===== src/inc/dacc_pkg.sv =====
// package: constants and types of the converter controller
`default_nettype none
package dacc_pkg;
  localparam int SAMPLE_W = 10;
  localparam int ADDR_W = 8;
  localparam int DIV_W = 16;
  localparam int STARTUP_W = 8;
  localparam int WARM_W = STARTUP_W + 2;
  localparam int WARM_MUL = 2;
  localparam int SRC_N = 4;
  localparam int SRC_IDX_W = 2;
  localparam int TRIGGER_SOURCE_SELECT_W = 3;
  localparam logic [TRIGGER_SOURCE_SELECT_W-1:0] TRIGGER_SOURCE_SELECT_LAST = 3'h3;
  localparam int KEY_W = 24;
  localparam logic [KEY_W-1:0] PROT_KEY = 24'h444143;
  localparam logic [ADDR_W-1:0] CFG_OFFSET = 8'h04;
  localparam int BUF_DEPTH = 2;
  localparam int FIFO_DEPTH = 4;

  typedef struct packed {
    logic [DIV_W-1:0] trigger_divider;
    logic [STARTUP_W-1:0] warmup;
    logic [1:0] rsvd;
    logic word_mode;
    logic converter_on_bit;
    logic [TRIGGER_SOURCE_SELECT_W-1:0] trigger_source_select;
    logic outside_trigger_enable;
  } dacc_cfg_t;

  typedef struct packed {
    logic [KEY_W-1:0] protect_key_field;
    logic [6:0] rsvd;
    logic enable;
  } dacc_prot_t;

  typedef struct packed {
    logic [5:0] rsvd_hi;
    logic [SAMPLE_W-1:0] second;
    logic [5:0] rsvd_lo;
    logic [SAMPLE_W-1:0] first;
  } conversion_data_reg_t;

  typedef enum logic [1:0] {ST_OFF, ST_WARM, ST_RUN} dacc_conv_st_t;
endpackage
`default_nettype wire


===== src/inc/dacc_strm_if.sv =====
// interface: valid/ready sample stream between controller parts
`timescale 1ns/1ns
`default_nettype none
interface dacc_strm_if;
  logic valid;
  logic ready;
  logic [dacc_pkg::SAMPLE_W-1:0] data;
  modport src (output valid, output data, input ready);
  modport snk (input valid, input data, output ready);
endinterface
`default_nettype wire


===== src/hdl/dacc_sync.sv =====
// module: three-stage input synchroniser with agreement filter
`timescale 1ns/1ns
`default_nettype none
module dacc_sync #(
  parameter int W = 1
) (
  input wire logic clk,
  input wire logic rst_n,
  input wire logic [W-1:0] d,
  output logic [W-1:0] q
);
  typedef struct packed {
    logic [W-1:0] s1;
    logic [W-1:0] s2;
    logic [W-1:0] s3;
    logic [W-1:0] o;
  } dacc_sync_st_t;
  dacc_sync_st_t s_q, s_d;
  logic [W-1:0] differ;

  assign differ = s_q.s2 ^ s_q.s3;
  assign q = s_q.o;

  always_comb begin
    s_d = s_q;
    s_d.s1 = d;
    s_d.s2 = s_q.s1;
    s_d.s3 = s_q.s2;
    // a bit follows only once stages two and three agree
    s_d.o = (s_q.s2 & ~differ) | (s_q.o & differ);
  end

  always_ff @(posedge clk) begin
    if (!rst_n) begin
      s_q <= '0;
    end else begin
      s_q <= s_d;
    end
  end

  property p_sync_agree;
    @(posedge clk) disable iff (!rst_n)
      $past(rst_n) |-> (((s_q.o ^ $past(s_q.o)) & $past(differ)) == '0);
  endproperty
  a_sync_agree: assert property (p_sync_agree) else $error("output moved on disagreeing stages"); // RULE_09
endmodule
`default_nettype wire


===== src/hdl/dacc_fifo.sv =====
// module: parameterised sample fifo with valid/ready on both sides
`timescale 1ns/1ns
`default_nettype none
module dacc_fifo #(
  parameter int DEPTH = 2
) (
  input wire logic clk,
  input wire logic rst_n,
  dacc_strm_if.snk in_s,
  dacc_strm_if.src out_s
);
  localparam int AW = $clog2(DEPTH);
  localparam int CW = $clog2(DEPTH + 1);
  typedef struct packed {
    logic [DEPTH-1:0][dacc_pkg::SAMPLE_W-1:0] mem;
    logic [AW-1:0] wp;
    logic [AW-1:0] rp;
    logic [CW-1:0] cnt;
  } dacc_fifo_st_t;
  dacc_fifo_st_t s_q, s_d;
  logic push;
  logic pop;

  assign in_s.ready = (s_q.cnt != CW'(DEPTH));
  assign out_s.valid = (s_q.cnt != '0);
  assign out_s.data = s_q.mem[s_q.rp];

  always_comb begin
    push = in_s.valid && in_s.ready;
    pop = out_s.valid && out_s.ready;
    s_d = s_q;
    if (push) begin
      s_d.mem[s_q.wp] = in_s.data;
      s_d.wp = (s_q.wp == AW'(DEPTH - 1)) ? '0 : s_q.wp + 1'b1;
    end
    if (pop) begin
      s_d.rp = (s_q.rp == AW'(DEPTH - 1)) ? '0 : s_q.rp + 1'b1;
    end
    s_d.cnt = s_q.cnt + CW'(push) - CW'(pop);
  end

  always_ff @(posedge clk) begin
    if (!rst_n) begin
      s_q <= '0;
    end else begin
      s_q <= s_d;
    end
  end

  property p_fifo_bound;
    @(posedge clk) disable iff (!rst_n)
      (s_q.cnt == CW'(DEPTH) && !pop) |=> (s_q.cnt == CW'(DEPTH) && !in_s.ready);
  endproperty
  a_fifo_bound: assert property (p_fifo_bound) else $error("fifo count left full without a pop"); // RULE_11
endmodule
`default_nettype wire


===== src/hdl/dacc_top.sv =====
// module: digital-to-analog converter control logic
// Overview of operation
// [RULE_01] one analog output fed with 10-bit sample codes
// [RULE_02] pacing selectable between outside trigger pins and internal trigger
// [RULE_03] dma request line lets a dma channel feed samples
// [RULE_04] converter on bit of config register switches converter on and off
// [RULE_05] divider and warm-up counts run on the master clock
// [RULE_06] internal mode: start needs converter on, sample written, internal tick
// [RULE_07] internal trigger rate set by trigger divider field
// [RULE_08] software keeps conversion rate at or below 500 KHz
// [RULE_09] outside mode: each conversion waits for rising edge of selected source
// [RULE_10] clearing outside trigger enable returns to internal triggering
// [RULE_11] pending samples sit in a 4 half-word fifo
// [RULE_12] writes accepted while transmit ready; unconverted samples queue
// [RULE_13] transmit ready low when fifo full or write cannot be taken
// [RULE_14] writer never writes data while transmit ready is low
// [RULE_15] word mode field picks half-word or full-word data writes
// [RULE_16] half-word: one sample from bits 9:0 per write
// [RULE_17] full-word: bits 9:0 first, then bits 25:16
// [RULE_18] software programs the warm-up field
// [RULE_19] config writes discarded and flagged while protection enabled
// [RULE_20] violation sets error flag and logs cancelled write address
// [RULE_21] protection enable changes only with key 0x444143
// [RULE_22] warm-up lasts (field plus one) times two clocks
// [RULE_23] internal trigger period is divider times clock period
// [RULE_24] source 0 pin, 1 to 3 timer outputs, 4 to 6 none
// [RULE_25] soft reset bit returns controller to reset state
// [RULE_26] each start pops one fifo sample to the cell; none when empty
`timescale 1ns/1ns
`default_nettype none
module dacc_top (
  input wire logic clk,
  input wire logic rst_n,
  input wire logic soft_reset_bit,
  input wire logic converter_config_reg_wr,
  input wire logic [31:0] converter_config_reg_wdata,
  input wire logic protect_mode_wr,
  input wire logic [31:0] protect_mode_wdata,
  input wire logic protect_status_rd,
  input wire logic conversion_data_reg_wr,
  input wire logic [31:0] conversion_data_reg_wdata,
  input wire logic trigger_input_pin,
  input wire logic [2:0] timer_wave_output,
  output logic transmit_ready_flag,
  output logic peripheral_dma_req,
  output logic [31:0] converter_config_reg_rdata,
  output logic protect_enable,
  output logic protect_error_flag,
  output logic [7:0] protect_violation_addr,
  output logic dac_on,
  output logic [9:0] dac_code,
  output logic dac_load
);
  typedef struct packed {
    dacc_pkg::dacc_cfg_t cfg;
    logic prot_en;
    logic prot_err;
    logic [dacc_pkg::ADDR_W-1:0] prot_addr;
    logic lo_v;
    logic [dacc_pkg::SAMPLE_W-1:0] lo;
    logic hi_v;
    logic [dacc_pkg::SAMPLE_W-1:0] hi;
    logic tx_ready;
    dacc_pkg::dacc_conv_st_t st;
    logic [dacc_pkg::WARM_W-1:0] warm_cnt;
    logic [dacc_pkg::WARM_W-1:0] warm_seen;
    logic [dacc_pkg::DIV_W-1:0] div_cnt;
    logic [dacc_pkg::SRC_N-1:0] src_prev;
    logic [dacc_pkg::SAMPLE_W-1:0] code;
    logic load;
  } dacc_top_st_t;

  dacc_top_st_t s_q, s_d;
  logic clr_n;
  logic [dacc_pkg::SRC_N-1:0] src_sync;
  logic [dacc_pkg::SRC_N-1:0] src_rise;
  logic [dacc_pkg::DIV_W:0] div_next;
  logic int_tick;
  logic ext_hit;
  logic trig_hit;
  logic start;
  dacc_pkg::conversion_data_reg_t cdr_w;
  dacc_pkg::dacc_prot_t prot_w;
  dacc_pkg::dacc_cfg_t cfg_w;

  dacc_strm_if stage_s ();
  dacc_strm_if fill_s ();
  dacc_strm_if drain_s ();

  // soft reset acts like the hardware reset on every register
  assign clr_n = rst_n & ~soft_reset_bit; // RULE_25

  dacc_sync #(
    .W(dacc_pkg::SRC_N)
  ) u_sync (
    .clk(clk),
    .rst_n(clr_n),
    .d({timer_wave_output, trigger_input_pin}),
    .q(src_sync)
  );

  // two-entry buffer absorbs a word write's pair of samples
  dacc_fifo #(
    .DEPTH(dacc_pkg::BUF_DEPTH)
  ) u_buf (
    .clk(clk),
    .rst_n(clr_n),
    .in_s(stage_s),
    .out_s(fill_s)
  );

  dacc_fifo #(
    .DEPTH(dacc_pkg::FIFO_DEPTH)
  ) u_fifo (
    .clk(clk),
    .rst_n(clr_n),
    .in_s(fill_s),
    .out_s(drain_s)
  ); // RULE_11

  assign cdr_w = dacc_pkg::conversion_data_reg_t'(conversion_data_reg_wdata);
  assign prot_w = dacc_pkg::dacc_prot_t'(protect_mode_wdata);
  assign cfg_w = dacc_pkg::dacc_cfg_t'(converter_config_reg_wdata);

  assign stage_s.valid = s_q.lo_v;
  assign stage_s.data = s_q.lo;

  // internal tick every trigger_divider clocks of the master clock
  assign div_next = {1'b0, s_q.div_cnt} + 1'b1; // RULE_05
  assign int_tick = div_next >= {1'b0, s_q.cfg.trigger_divider}; // RULE_07 RULE_23

  // rising edge on the selected source; codes above the last are dead
  assign src_rise = src_sync & ~s_q.src_prev; // RULE_09
  assign ext_hit = (s_q.cfg.trigger_source_select <= dacc_pkg::TRIGGER_SOURCE_SELECT_LAST) &&
                   src_rise[s_q.cfg.trigger_source_select[dacc_pkg::SRC_IDX_W-1:0]]; // RULE_24

  // clearing outside mode falls straight back to the internal tick
  assign trig_hit = s_q.cfg.outside_trigger_enable ? ext_hit : int_tick; // RULE_02 RULE_10

  // conversion only when warmed up, triggered and a sample waits
  assign start = (s_q.st == dacc_pkg::ST_RUN) && trig_hit && drain_s.valid; // RULE_06 RULE_26
  assign drain_s.ready = start; // RULE_26

  always_comb begin
    s_d = s_q;
    s_d.load = 1'b0;
    s_d.src_prev = src_sync;

    // config write, cancelled and logged under protection
    if (protect_status_rd) begin
      s_d.prot_err = 1'b0;
      s_d.prot_addr = '0;
    end
    if (converter_config_reg_wr) begin
      if (s_q.prot_en) begin
        s_d.prot_err = 1'b1; // RULE_19
        s_d.prot_addr = dacc_pkg::CFG_OFFSET; // RULE_20
      end else begin
        s_d.cfg = cfg_w; // RULE_15
        s_d.cfg.rsvd = '0;
      end
    end
    if (protect_mode_wr && prot_w.protect_key_field == dacc_pkg::PROT_KEY) begin
      s_d.prot_en = prot_w.enable; // RULE_21
    end

    // staging: lo goes to the buffer first, hi follows
    if (s_q.lo_v && stage_s.ready) begin
      s_d.lo_v = s_q.hi_v;
      s_d.lo = s_q.hi;
      s_d.hi_v = 1'b0;
    end
    if (conversion_data_reg_wr) begin
      s_d.lo_v = 1'b1; // RULE_12
      s_d.lo = cdr_w.first; // RULE_16
      s_d.hi_v = s_q.cfg.word_mode; // RULE_17
      s_d.hi = cdr_w.second; // RULE_17
    end
    s_d.tx_ready = !s_d.lo_v && fill_s.ready; // RULE_13

    // warm-up and run sequencing
    unique case (s_q.st)
      dacc_pkg::ST_OFF: begin
        if (s_q.cfg.converter_on_bit) begin
          s_d.st = dacc_pkg::ST_WARM; // RULE_04
          s_d.warm_cnt = {1'b0, s_q.cfg.warmup, 1'b1}; // RULE_22
          s_d.warm_seen = '0;
        end
      end
      dacc_pkg::ST_WARM: begin
        s_d.warm_seen = s_q.warm_seen + 1'b1;
        if (!s_q.cfg.converter_on_bit) begin
          s_d.st = dacc_pkg::ST_OFF; // RULE_04
        end else if (s_q.warm_cnt == '0) begin
          s_d.st = dacc_pkg::ST_RUN;
        end else begin
          s_d.warm_cnt = s_q.warm_cnt - 1'b1; // RULE_05
        end
      end
      dacc_pkg::ST_RUN: begin
        if (!s_q.cfg.converter_on_bit) begin
          s_d.st = dacc_pkg::ST_OFF; // RULE_04
        end
      end
      default: begin
        s_d.st = dacc_pkg::ST_OFF;
      end
    endcase

    // divider runs only while internally paced and running
    if (s_q.st != dacc_pkg::ST_RUN || s_q.cfg.outside_trigger_enable || int_tick) begin
      s_d.div_cnt = '0;
    end else begin
      s_d.div_cnt = div_next[dacc_pkg::DIV_W-1:0]; // RULE_23
    end

    if (start) begin
      s_d.code = drain_s.data; // RULE_01
      s_d.load = 1'b1;
    end
  end

  always_ff @(posedge clk) begin
    if (!clr_n) begin
      s_q <= '0;
    end else begin
      s_q <= s_d;
    end
  end

  assign transmit_ready_flag = s_q.tx_ready;
  assign peripheral_dma_req = s_q.tx_ready; // RULE_03
  assign converter_config_reg_rdata = s_q.cfg;
  assign protect_enable = s_q.prot_en;
  assign protect_error_flag = s_q.prot_err;
  assign protect_violation_addr = s_q.prot_addr;
  assign dac_on = s_q.cfg.converter_on_bit;
  assign dac_code = s_q.code;
  assign dac_load = s_q.load;

  property p_full_drops_ready;
    @(posedge clk) disable iff (!clr_n)
      !fill_s.ready |=> !s_q.tx_ready;
  endproperty
  a_full_drops_ready: assert property (p_full_drops_ready) else $error("ready with fifo full"); // RULE_13

  property p_load_cause;
    @(posedge clk) disable iff (!clr_n)
      s_q.load |-> $past(s_q.st == dacc_pkg::ST_RUN && trig_hit && drain_s.valid);
  endproperty
  a_load_cause: assert property (p_load_cause) else $error("conversion without cause"); // RULE_06

  property p_cfg_kept;
    @(posedge clk) disable iff (!clr_n)
      (converter_config_reg_wr && s_q.prot_en) |=> $stable(s_q.cfg);
  endproperty
  a_cfg_kept: assert property (p_cfg_kept) else $error("protected config changed"); // RULE_19

  property p_err_logged;
    @(posedge clk) disable iff (!clr_n)
      (converter_config_reg_wr && s_q.prot_en) |=>
        (s_q.prot_err && s_q.prot_addr == dacc_pkg::CFG_OFFSET) ##1
        ($past(protect_status_rd) || (s_q.prot_err && s_q.prot_addr == dacc_pkg::CFG_OFFSET));
  endproperty
  a_err_logged: assert property (p_err_logged) else $error("violation not logged"); // RULE_20

  property p_bad_key;
    @(posedge clk) disable iff (!clr_n)
      (protect_mode_wr && prot_w.protect_key_field != dacc_pkg::PROT_KEY) |=>
        $stable(s_q.prot_en);
  endproperty
  a_bad_key: assert property (p_bad_key) else $error("protection changed by bad key"); // RULE_21

  property p_word_pair;
    @(posedge clk) disable iff (!clr_n)
      (conversion_data_reg_wr && s_q.tx_ready && s_q.cfg.word_mode) |=>
        s_q.lo_v && s_q.hi_v && s_q.hi == $past(cdr_w.second) && s_q.lo == $past(cdr_w.first);
  endproperty
  a_word_pair: assert property (p_word_pair) else $error("word write not split"); // RULE_17

  property p_warm_len;
    @(posedge clk) disable iff (!clr_n)
      (s_q.st == dacc_pkg::ST_RUN && $past(s_q.st) == dacc_pkg::ST_WARM) |->
        (32'($past(s_q.warm_seen)) + 1 ==
         (32'($past(s_q.cfg.warmup)) + 1) * dacc_pkg::WARM_MUL);
  endproperty
  a_warm_len: assert property (p_warm_len) else $error("warm-up length wrong"); // RULE_22
endmodule
`default_nettype wire


===== config.mk =====
export PLATFORM = sky130hd
export DESIGN_NAME = dacc_top
export DESIGN_NICKNAME = d
export VERILOG_FILES = /design/src/inc/dacc_pkg.sv /design/src/inc/dacc_strm_if.sv /design/src/hdl/dacc_sync.sv /design/src/hdl/dacc_fifo.sv /design/src/hdl/dacc_top.sv
export SDC_FILE = /design/constraint.sdc
export NUM_CORES = 1
export LEC_CHECK = 0
export BUFFER_PORTS_ARGS = -buffer_cell sky130_fd_sc_hd__buf_2
export CAP_MARGIN = 25
export CORE_UTILIZATION = 56
export DETAILED_ROUTE_END_ITERATION = 10
export PLACE_DENSITY = 0.8
export SLEW_MARGIN = 20
export SYNTH_ARGS = -nofsm -noshare
export SYNTH_HDL_FRONTEND = slang
export SYNTH_HIERARCHICAL = 1
export SYNTH_SLANG_ARGS = --single-unit

===== constraint.sdc =====
create_clock -name clk -period 4.3 [get_ports clk]
set_input_delay 0.645 -clock clk [delete_from_list [all_inputs] [get_ports clk]]
set_output_delay 0.645 -clock clk [all_outputs]
set_load 0.01 [all_outputs]

**After elaboration in Yosys (flattened, before gate mapping)**

Cells that the tools add are included.

- Input port bits: 107
- Register bits: 203
- Output and inout port bits: 56
- Word-level logic and storage cells: 136

- Bitwise logic cells: 11
- Reduce and logical (&&, ||, !) cells: 24
- $lt $le $gt $ge: 9
- Add/sub/neg operators: 11
- Eq/ne operators: 13
- Muxes and demuxes: 31

Operators with widths:

| operator | number |
|---|---|
| 10-bit two-way mux | 7 |
| 22-bit two-way mux | 2 |
| 40-bit bitwise mux | 1 |
| 20-bit one-hot mux with 2 select lines | 1 |
| 9-bit two-way mux | 3 |
| 24-bit by 23-bit == test with 1-bit output, second input constant | 1 |
| 10-bit binary-select mux with 2-bit select | 1 |
| 20-bit bitwise mux | 1 |
| 10-bit demux with 2-bit select | 1 |
| 16-bit by 1-bit adder with 17-bit output, second input constant | 1 |
| 17-bit by 16-bit greater-or-equal comparator with 1-bit output | 1 |
| 4-bit AND | 3 |
| 12-bit two-way mux | 1 |
| 2-bit != test, second input constant | 6 |
| 10-bit by 1-bit adder with 10-bit output, second input constant | 1 |
| 10-bit demux with 1-bit select | 1 |
| 1-bit logical AND | 10 |
| 10-bit logical NOT | 1 |
| 2-bit two-way mux | 5 |
| 10-bit by 1-bit subtractor with 10-bit output, second input constant | 1 |
| 2-bit by 3-bit less-than comparator with 1-bit output, second input constant | 3 |
| 4-bit inverter | 2 |
| 2-bit == test, second input constant | 3 |
| 3-bit != test, second input constant | 2 |
| 27 further kinds | 40 |

**Longest topological paths before layout**

- Word-level depth: 10
- Depth in mapped cells: 20
- Mapped depth without buffers: 19

**Cells and area by module**

The synthesis kept the hierarchy.

By module, submodules not included:

| module | cells an instance | seq. area each (um2) | times used | area an instance (um2) |
|---|---|---|---|---|
| dacc_top | 615 | 2122.0 | 1 | 5072.4 |
| dacc_fifo at u_fifo | 203 | 940.9 | 1 | 2148.3 |
| dacc_fifo at u_buf | 135 | 480.5 | 1 | 1246.2 |
| dacc_sync | 46 | 320.3 | 1 | 548.0 |

**Least setup slack after synthesis**

No wires, ideal clock.

- Path kind: reg-to-reg
- Start: register s_q[15] in the netlist's numbering
- End: register u_fifo/s_q[2] in the netlist's numbering
- Library setup time: 0.115 ns
- Cell stages (with the launch flop): 21
- Arrival: 3.839 ns
- Path buffers: 1
- Data required time: 4.185 ns
- Path slack: 0.346 ns
- Path through: dfxtp_1 ha_1 inv_1 nor4_2 nand3_1 xnor2_1 ha_1 nand3_1 nor2_1 a2111oi_4 a31oi_4 buf_8 o31ai_1 inv_1 ha_1 inv_1 ha_1 fa_1 xnor2_1 xnor2_1 and2_1

- Longest elaborated chain between the ends: 7

Ends and longest elaborated chain:

| element | RTL line | text |
|---|---|---|
| start, declared | dacc_top.sv:73 | `dacc_top_st_t s_q, s_d;` |
| start signal, assigned | dacc_top.sv:225 | `s_q <= '0;` |
| start signal, assigned | dacc_top.sv:227 | `s_q <= s_d;` |
| 16-bit by 1-bit adder with 17-bit output | dacc_top.sv:129 | `assign div_next = {1'b0, s_q.div_cnt} + 1'b1;` |
| via div_next, one bit | dacc_top.sv:77 | `logic [dacc_pkg::DIV_W:0] div_next;` |
| 17-bit by 16-bit greater-or-equal comparator with 1-bit output | dacc_top.sv:130 | `assign int_tick = div_next >= {1'b0, s_q.cfg.trigger_divider};` |
| 1-bit two-way mux | dacc_top.sv:138 | `assign trig_hit = s_q.cfg.outside_trigger_enable ? ext_hit : int_tick;` |
| 1-bit logical AND (2 in a row) | dacc_top.sv:141 | `assign start = (s_q.st == dacc_pkg::ST_RUN) && trig_hit && drain_s.valid;` |
| via drain_s.ready | dacc_strm_if.sv:6 | `logic ready;` |
| 1-bit logical AND | dacc_fifo.sv:30 | `pop = out_s.valid && out_s.ready;` |
| via u_fifo.pop | dacc_fifo.sv:22 | `logic pop;` |
| 3-bit by 1-bit subtractor with 3-bit output | dacc_fifo.sv:39 | `s_d.cnt = s_q.cnt + CW'(push) - CW'(pop);` |
| end signal, assigned | dacc_fifo.sv:44 | `s_q <= '0;` |
| end signal, assigned | dacc_fifo.sv:46 | `s_q <= s_d;` |
| end, declared | dacc_fifo.sv:20 | `dacc_fifo_st_t s_q, s_d;` |

The timed path passes the listed nets, and every way through them passes these cells.
A chain may end at the register's enable or synchronous reset.

**Worst setup path in the final report**

- Start: register s_q[18] in the netlist's numbering
- End: register u_fifo/s_q[2] in the netlist's numbering

- Longest elaborated chain between the ends: 7

Ends and longest elaborated chain:

| element | RTL line |
|---|---|
| 16-bit by 1-bit adder with 17-bit output | dacc_top.sv:129 |
| via div_next, one bit | dacc_top.sv:77 |
| 17-bit by 16-bit greater-or-equal comparator with 1-bit output | dacc_top.sv:130 |
| 1-bit two-way mux | dacc_top.sv:138 |
| 1-bit logical AND (2 in a row) | dacc_top.sv:141 |
| 1-bit logical AND | dacc_fifo.sv:30 |
| via u_fifo.pop | dacc_fifo.sv:22 |
| 3-bit by 1-bit subtractor with 3-bit output | dacc_fifo.sv:39 |

The timed path passes the listed nets, and every way through them passes these cells.

==> results.cfg <==
[clock_tree]
cts_tree = done
clk_latency_ns = 0.43
cts_buffers = 17
cts.clk_slew.worst_paths_ns = 0.07
hold_buffers = 0
clockBufferDepth = 2
numClockSinks = 193
cts_root_buf = clkbuf_16
htree_levels = 4

[floorplan]
dieArea_sq_um = 16600
num_rows = 46
start_util_pct = 57.0
coreArea_sq_um = 15800
fp.dieW_um = 129
pin_count = 163
fp.dieH_um = 129

[final_layout]
drive_gt1_share_pct = 21.3
fin_nets = 1186
syn_to_final_growth_pct = 10.1
multiInputGateArea_sq_um = 4300
post-route-util_pct = 62.7
fin_cells = 1281
nFillCells = 1317
antenna_cells = 0
regArea_sq_um = 3860

[setup_path]
reg2regPathDepth = 18
r2r-start = s_q[18]$_SDFF_PP0_
crit_type = register to register
startpoint_type = register
reg2reg_slack_ns = 0.22
cp.arrival_ns = 4.40
crit_start = s_q[18]$_SDFF_PP0_
reg2reg_to = u_fifo/s_q[2]$_SDFF_PN0_
required_ns = 4.62
worstPathMaxFanout = 5
endpoint_kind = register

[synth]
async_reset_ff_share_pct = 0
synthMuxAreaShare_pct = 10.8
synth_area_leaders = dfxtp_1 (43%), nand2_1 (7.2%), mux2i_1 (6.9%)
synth_seq_area_share_pct = 42.9
yosysTopAreaCell = dfxtp_1
synthCells = 999
yosys_warnings = 6
synth_edf_count = 0
synth_top_family_by_area = simple AND/OR/NAND/NOR gates
synth_flop_cell = dfxtp_1
yosys.area_share.simple_pct = 20.4
yosys.cell_types.count = 64
synthAdderAreaFrac_pct = 3.83
yosysTopAreaCellShare_pct = 42.9
yosys-top-cells-count = dfxtp_1 (193), nand2_1 (172), a21oi_1 (86), mux2i_1 (62), buf_4 (57)
synth_most_common_cell = dfxtp_1
synth_compound_area_share_pct = 10.5
syn_area_sq_um = 9010
synth_seq_cells = 193
synth_xor_area_share_pct = 1.75
avgSynthCellArea_sq_um = 9.02

[placed_design]
place_congestion = 0.847
hpwl_mm = 12.2
numPortBuffers = 139
place_ws_ns = 0.182
placed_cells = 1247

[sta]
worst_pin_slew_ns = 0.788
finalHoldViolCount = 0
fin_ws_ns = 0.225
maxSlewViolCount = 0
fin_crit_sh_pct = 94.8
period_minus_slack_ns = 4.08
max_slew_margin_pct = 47.4
setup_viol = 0
tns_ns = 0
fmax_mhz = 245
skew_ns = 0.0153

[run]
cap_violations = 0

[grt]
grt_pass1_vias = 6411
gr-total-overflow = 0
grt_antenna_before_repair = 0
grt_util_all_layers_pct = 22.6
grt_max_degree = 66
grt_pass1_wl_mm = 30.0

[drt]
vias = 6798
drt_first_pass_iters = 5
ant_nets = 0
drc = 0
wirelength_mm = 18.0
wire_per_inst_um = 14.1
drt_iter0_markers = 496
vias_per_cell = 5.31

[min_path]
hold_depth = 2
min_from = trigger_input_pin
holdPathEnd = u_sync/s_d[8]$_SDFF_PN0_
hp-class = input port to register

[pwr]
powerDensity_nw_per_um2 = 366
peakVddDrop_mv = 0.323
power_mw = 3.63
p_leak_nw = 3.88

[outcome]
status = completed
how the worst max path moves through the flow:
stage	to	slack, ns	depth (start not counted)
5_1_grt	u_fifo/s_q[2]$_SDFF_PN0_	-0.04	18
6_report	u_fifo/s_q[2]$_SDFF_PN0_	0.22	18
3_3_place_gp	u_fifo/s_q[2]$_SDFF_PN0_	0.26	19
2_1_floorplan	u_fifo/s_q[2]$_SDFF_PN0_	0.35	20
3_5_place_dp	u_fifo/s_q[2]$_SDFF_PN0_	0.18	19
4_1_cts	u_fifo/s_q[2]$_SDFF_PN0_	0.10	19
layout make-up:
cell class                      count  share of cell area [%]
Inverter                           34                    1.30
Tap cell                          216                    2.72
Timing Repair Buffer              148                    7.69
Clock inverter                      7                    1.25
Sequential cell                   193                    38.9
Clock buffer                       25                    4.79
Multi-Input combinational cell    658                    43.3
registers in the layout (all words and copies together) (netlist names), named ones only:
signal and count:
u_fifo/s_q 47, s_q 43, converter_config_reg_rdata 29, u_buf/s_q 24, dac_code 10, stage_s.data 10
protect_violation_addr 8, u_sync/s_d 8, u_sync/s_q 4, dac_load 1, dac_on 1, peripheral_dma_req 1
protect_enable 1, protect_error_flag 1, stage_s.valid 1
routing by layer:
metal	part of all wire (%)	global-route usage [%]	up-vias	routed length, um
met4	1.1	5.81	0	204
li1	-	-	3464	-
met1	47	29.6	3152	8540
met5	0	0	-	0
met2	47	37.6	167	8450
met3	4.6	5.36	15	836
cells in the final DEF, fill, tap and decap left out, drive strengths merged, types with 3 or more instances in the layout:
master and count:
mux4 10, a31oi 3, a22oi 3, nand2 172
nor2 52, nand2b 12, ha 26, o211ai 3
and2 30, mux2i 62, and3 8, inv 34
clkbuf 26, clkinv 3, buf 147, bufinv 3
nand3 29, o31ai 23, o21ai 20, nor2b 18
nor4b 3, nor4 4, a21oi 86, nand3b 3
a211oi 3, dfxtp 193, xor2 7, mux2 11
nor3b 3, xnor2 11, nand4 27
metrics by stage:
stage	hold slack (ns)	instance area, sq um
after floorplan	0.420	9020
after global placement	0.422	9280
after detailed placement	0.440	9280
after CTS	0.410	9880
after global routing	0.412	9920
final	0.417	9920
what timing repair did:
item                       CTS  global route
resized for setup            0             5
setup endpoints to repair    0             2
setup buffers                0             1
report_power, final:
part           switching [mW]  internal [mW]  leakage (nW)
logic                   0.114         0.0772          2.04
clock network           0.658          0.952         0.286
registers              0.0207           1.81          1.56
critical path, cell delays in order, from the launching register on:
cell       delay, ns
dfxtp_1         0.39
nand4_1         0.22
nor2_1          0.32
and4_1          0.25
xor2_1          0.19
ha_1            0.27
nand4_1         0.13
nor2_1          0.09
a2111oi_4       0.44
a31oi_4         0.15
o31ai_2         0.13
inv_1           0.08
ha_1            0.28
inv_1           0.04
ha_1            0.18
fa_1            0.39
xnor2_1         0.15
xnor2_1         0.12
and2_1          0.15
kinds of logic after synthesis:
logic type / after synthesis
flops: 193
fa+ha+maj: 27
xor+xnor: 18
simple gates: 374
mux: 83
compound gates: 154
other cells: 1
buf+inv: 149
Note: power is estimated with default switching activity, not from simulation.
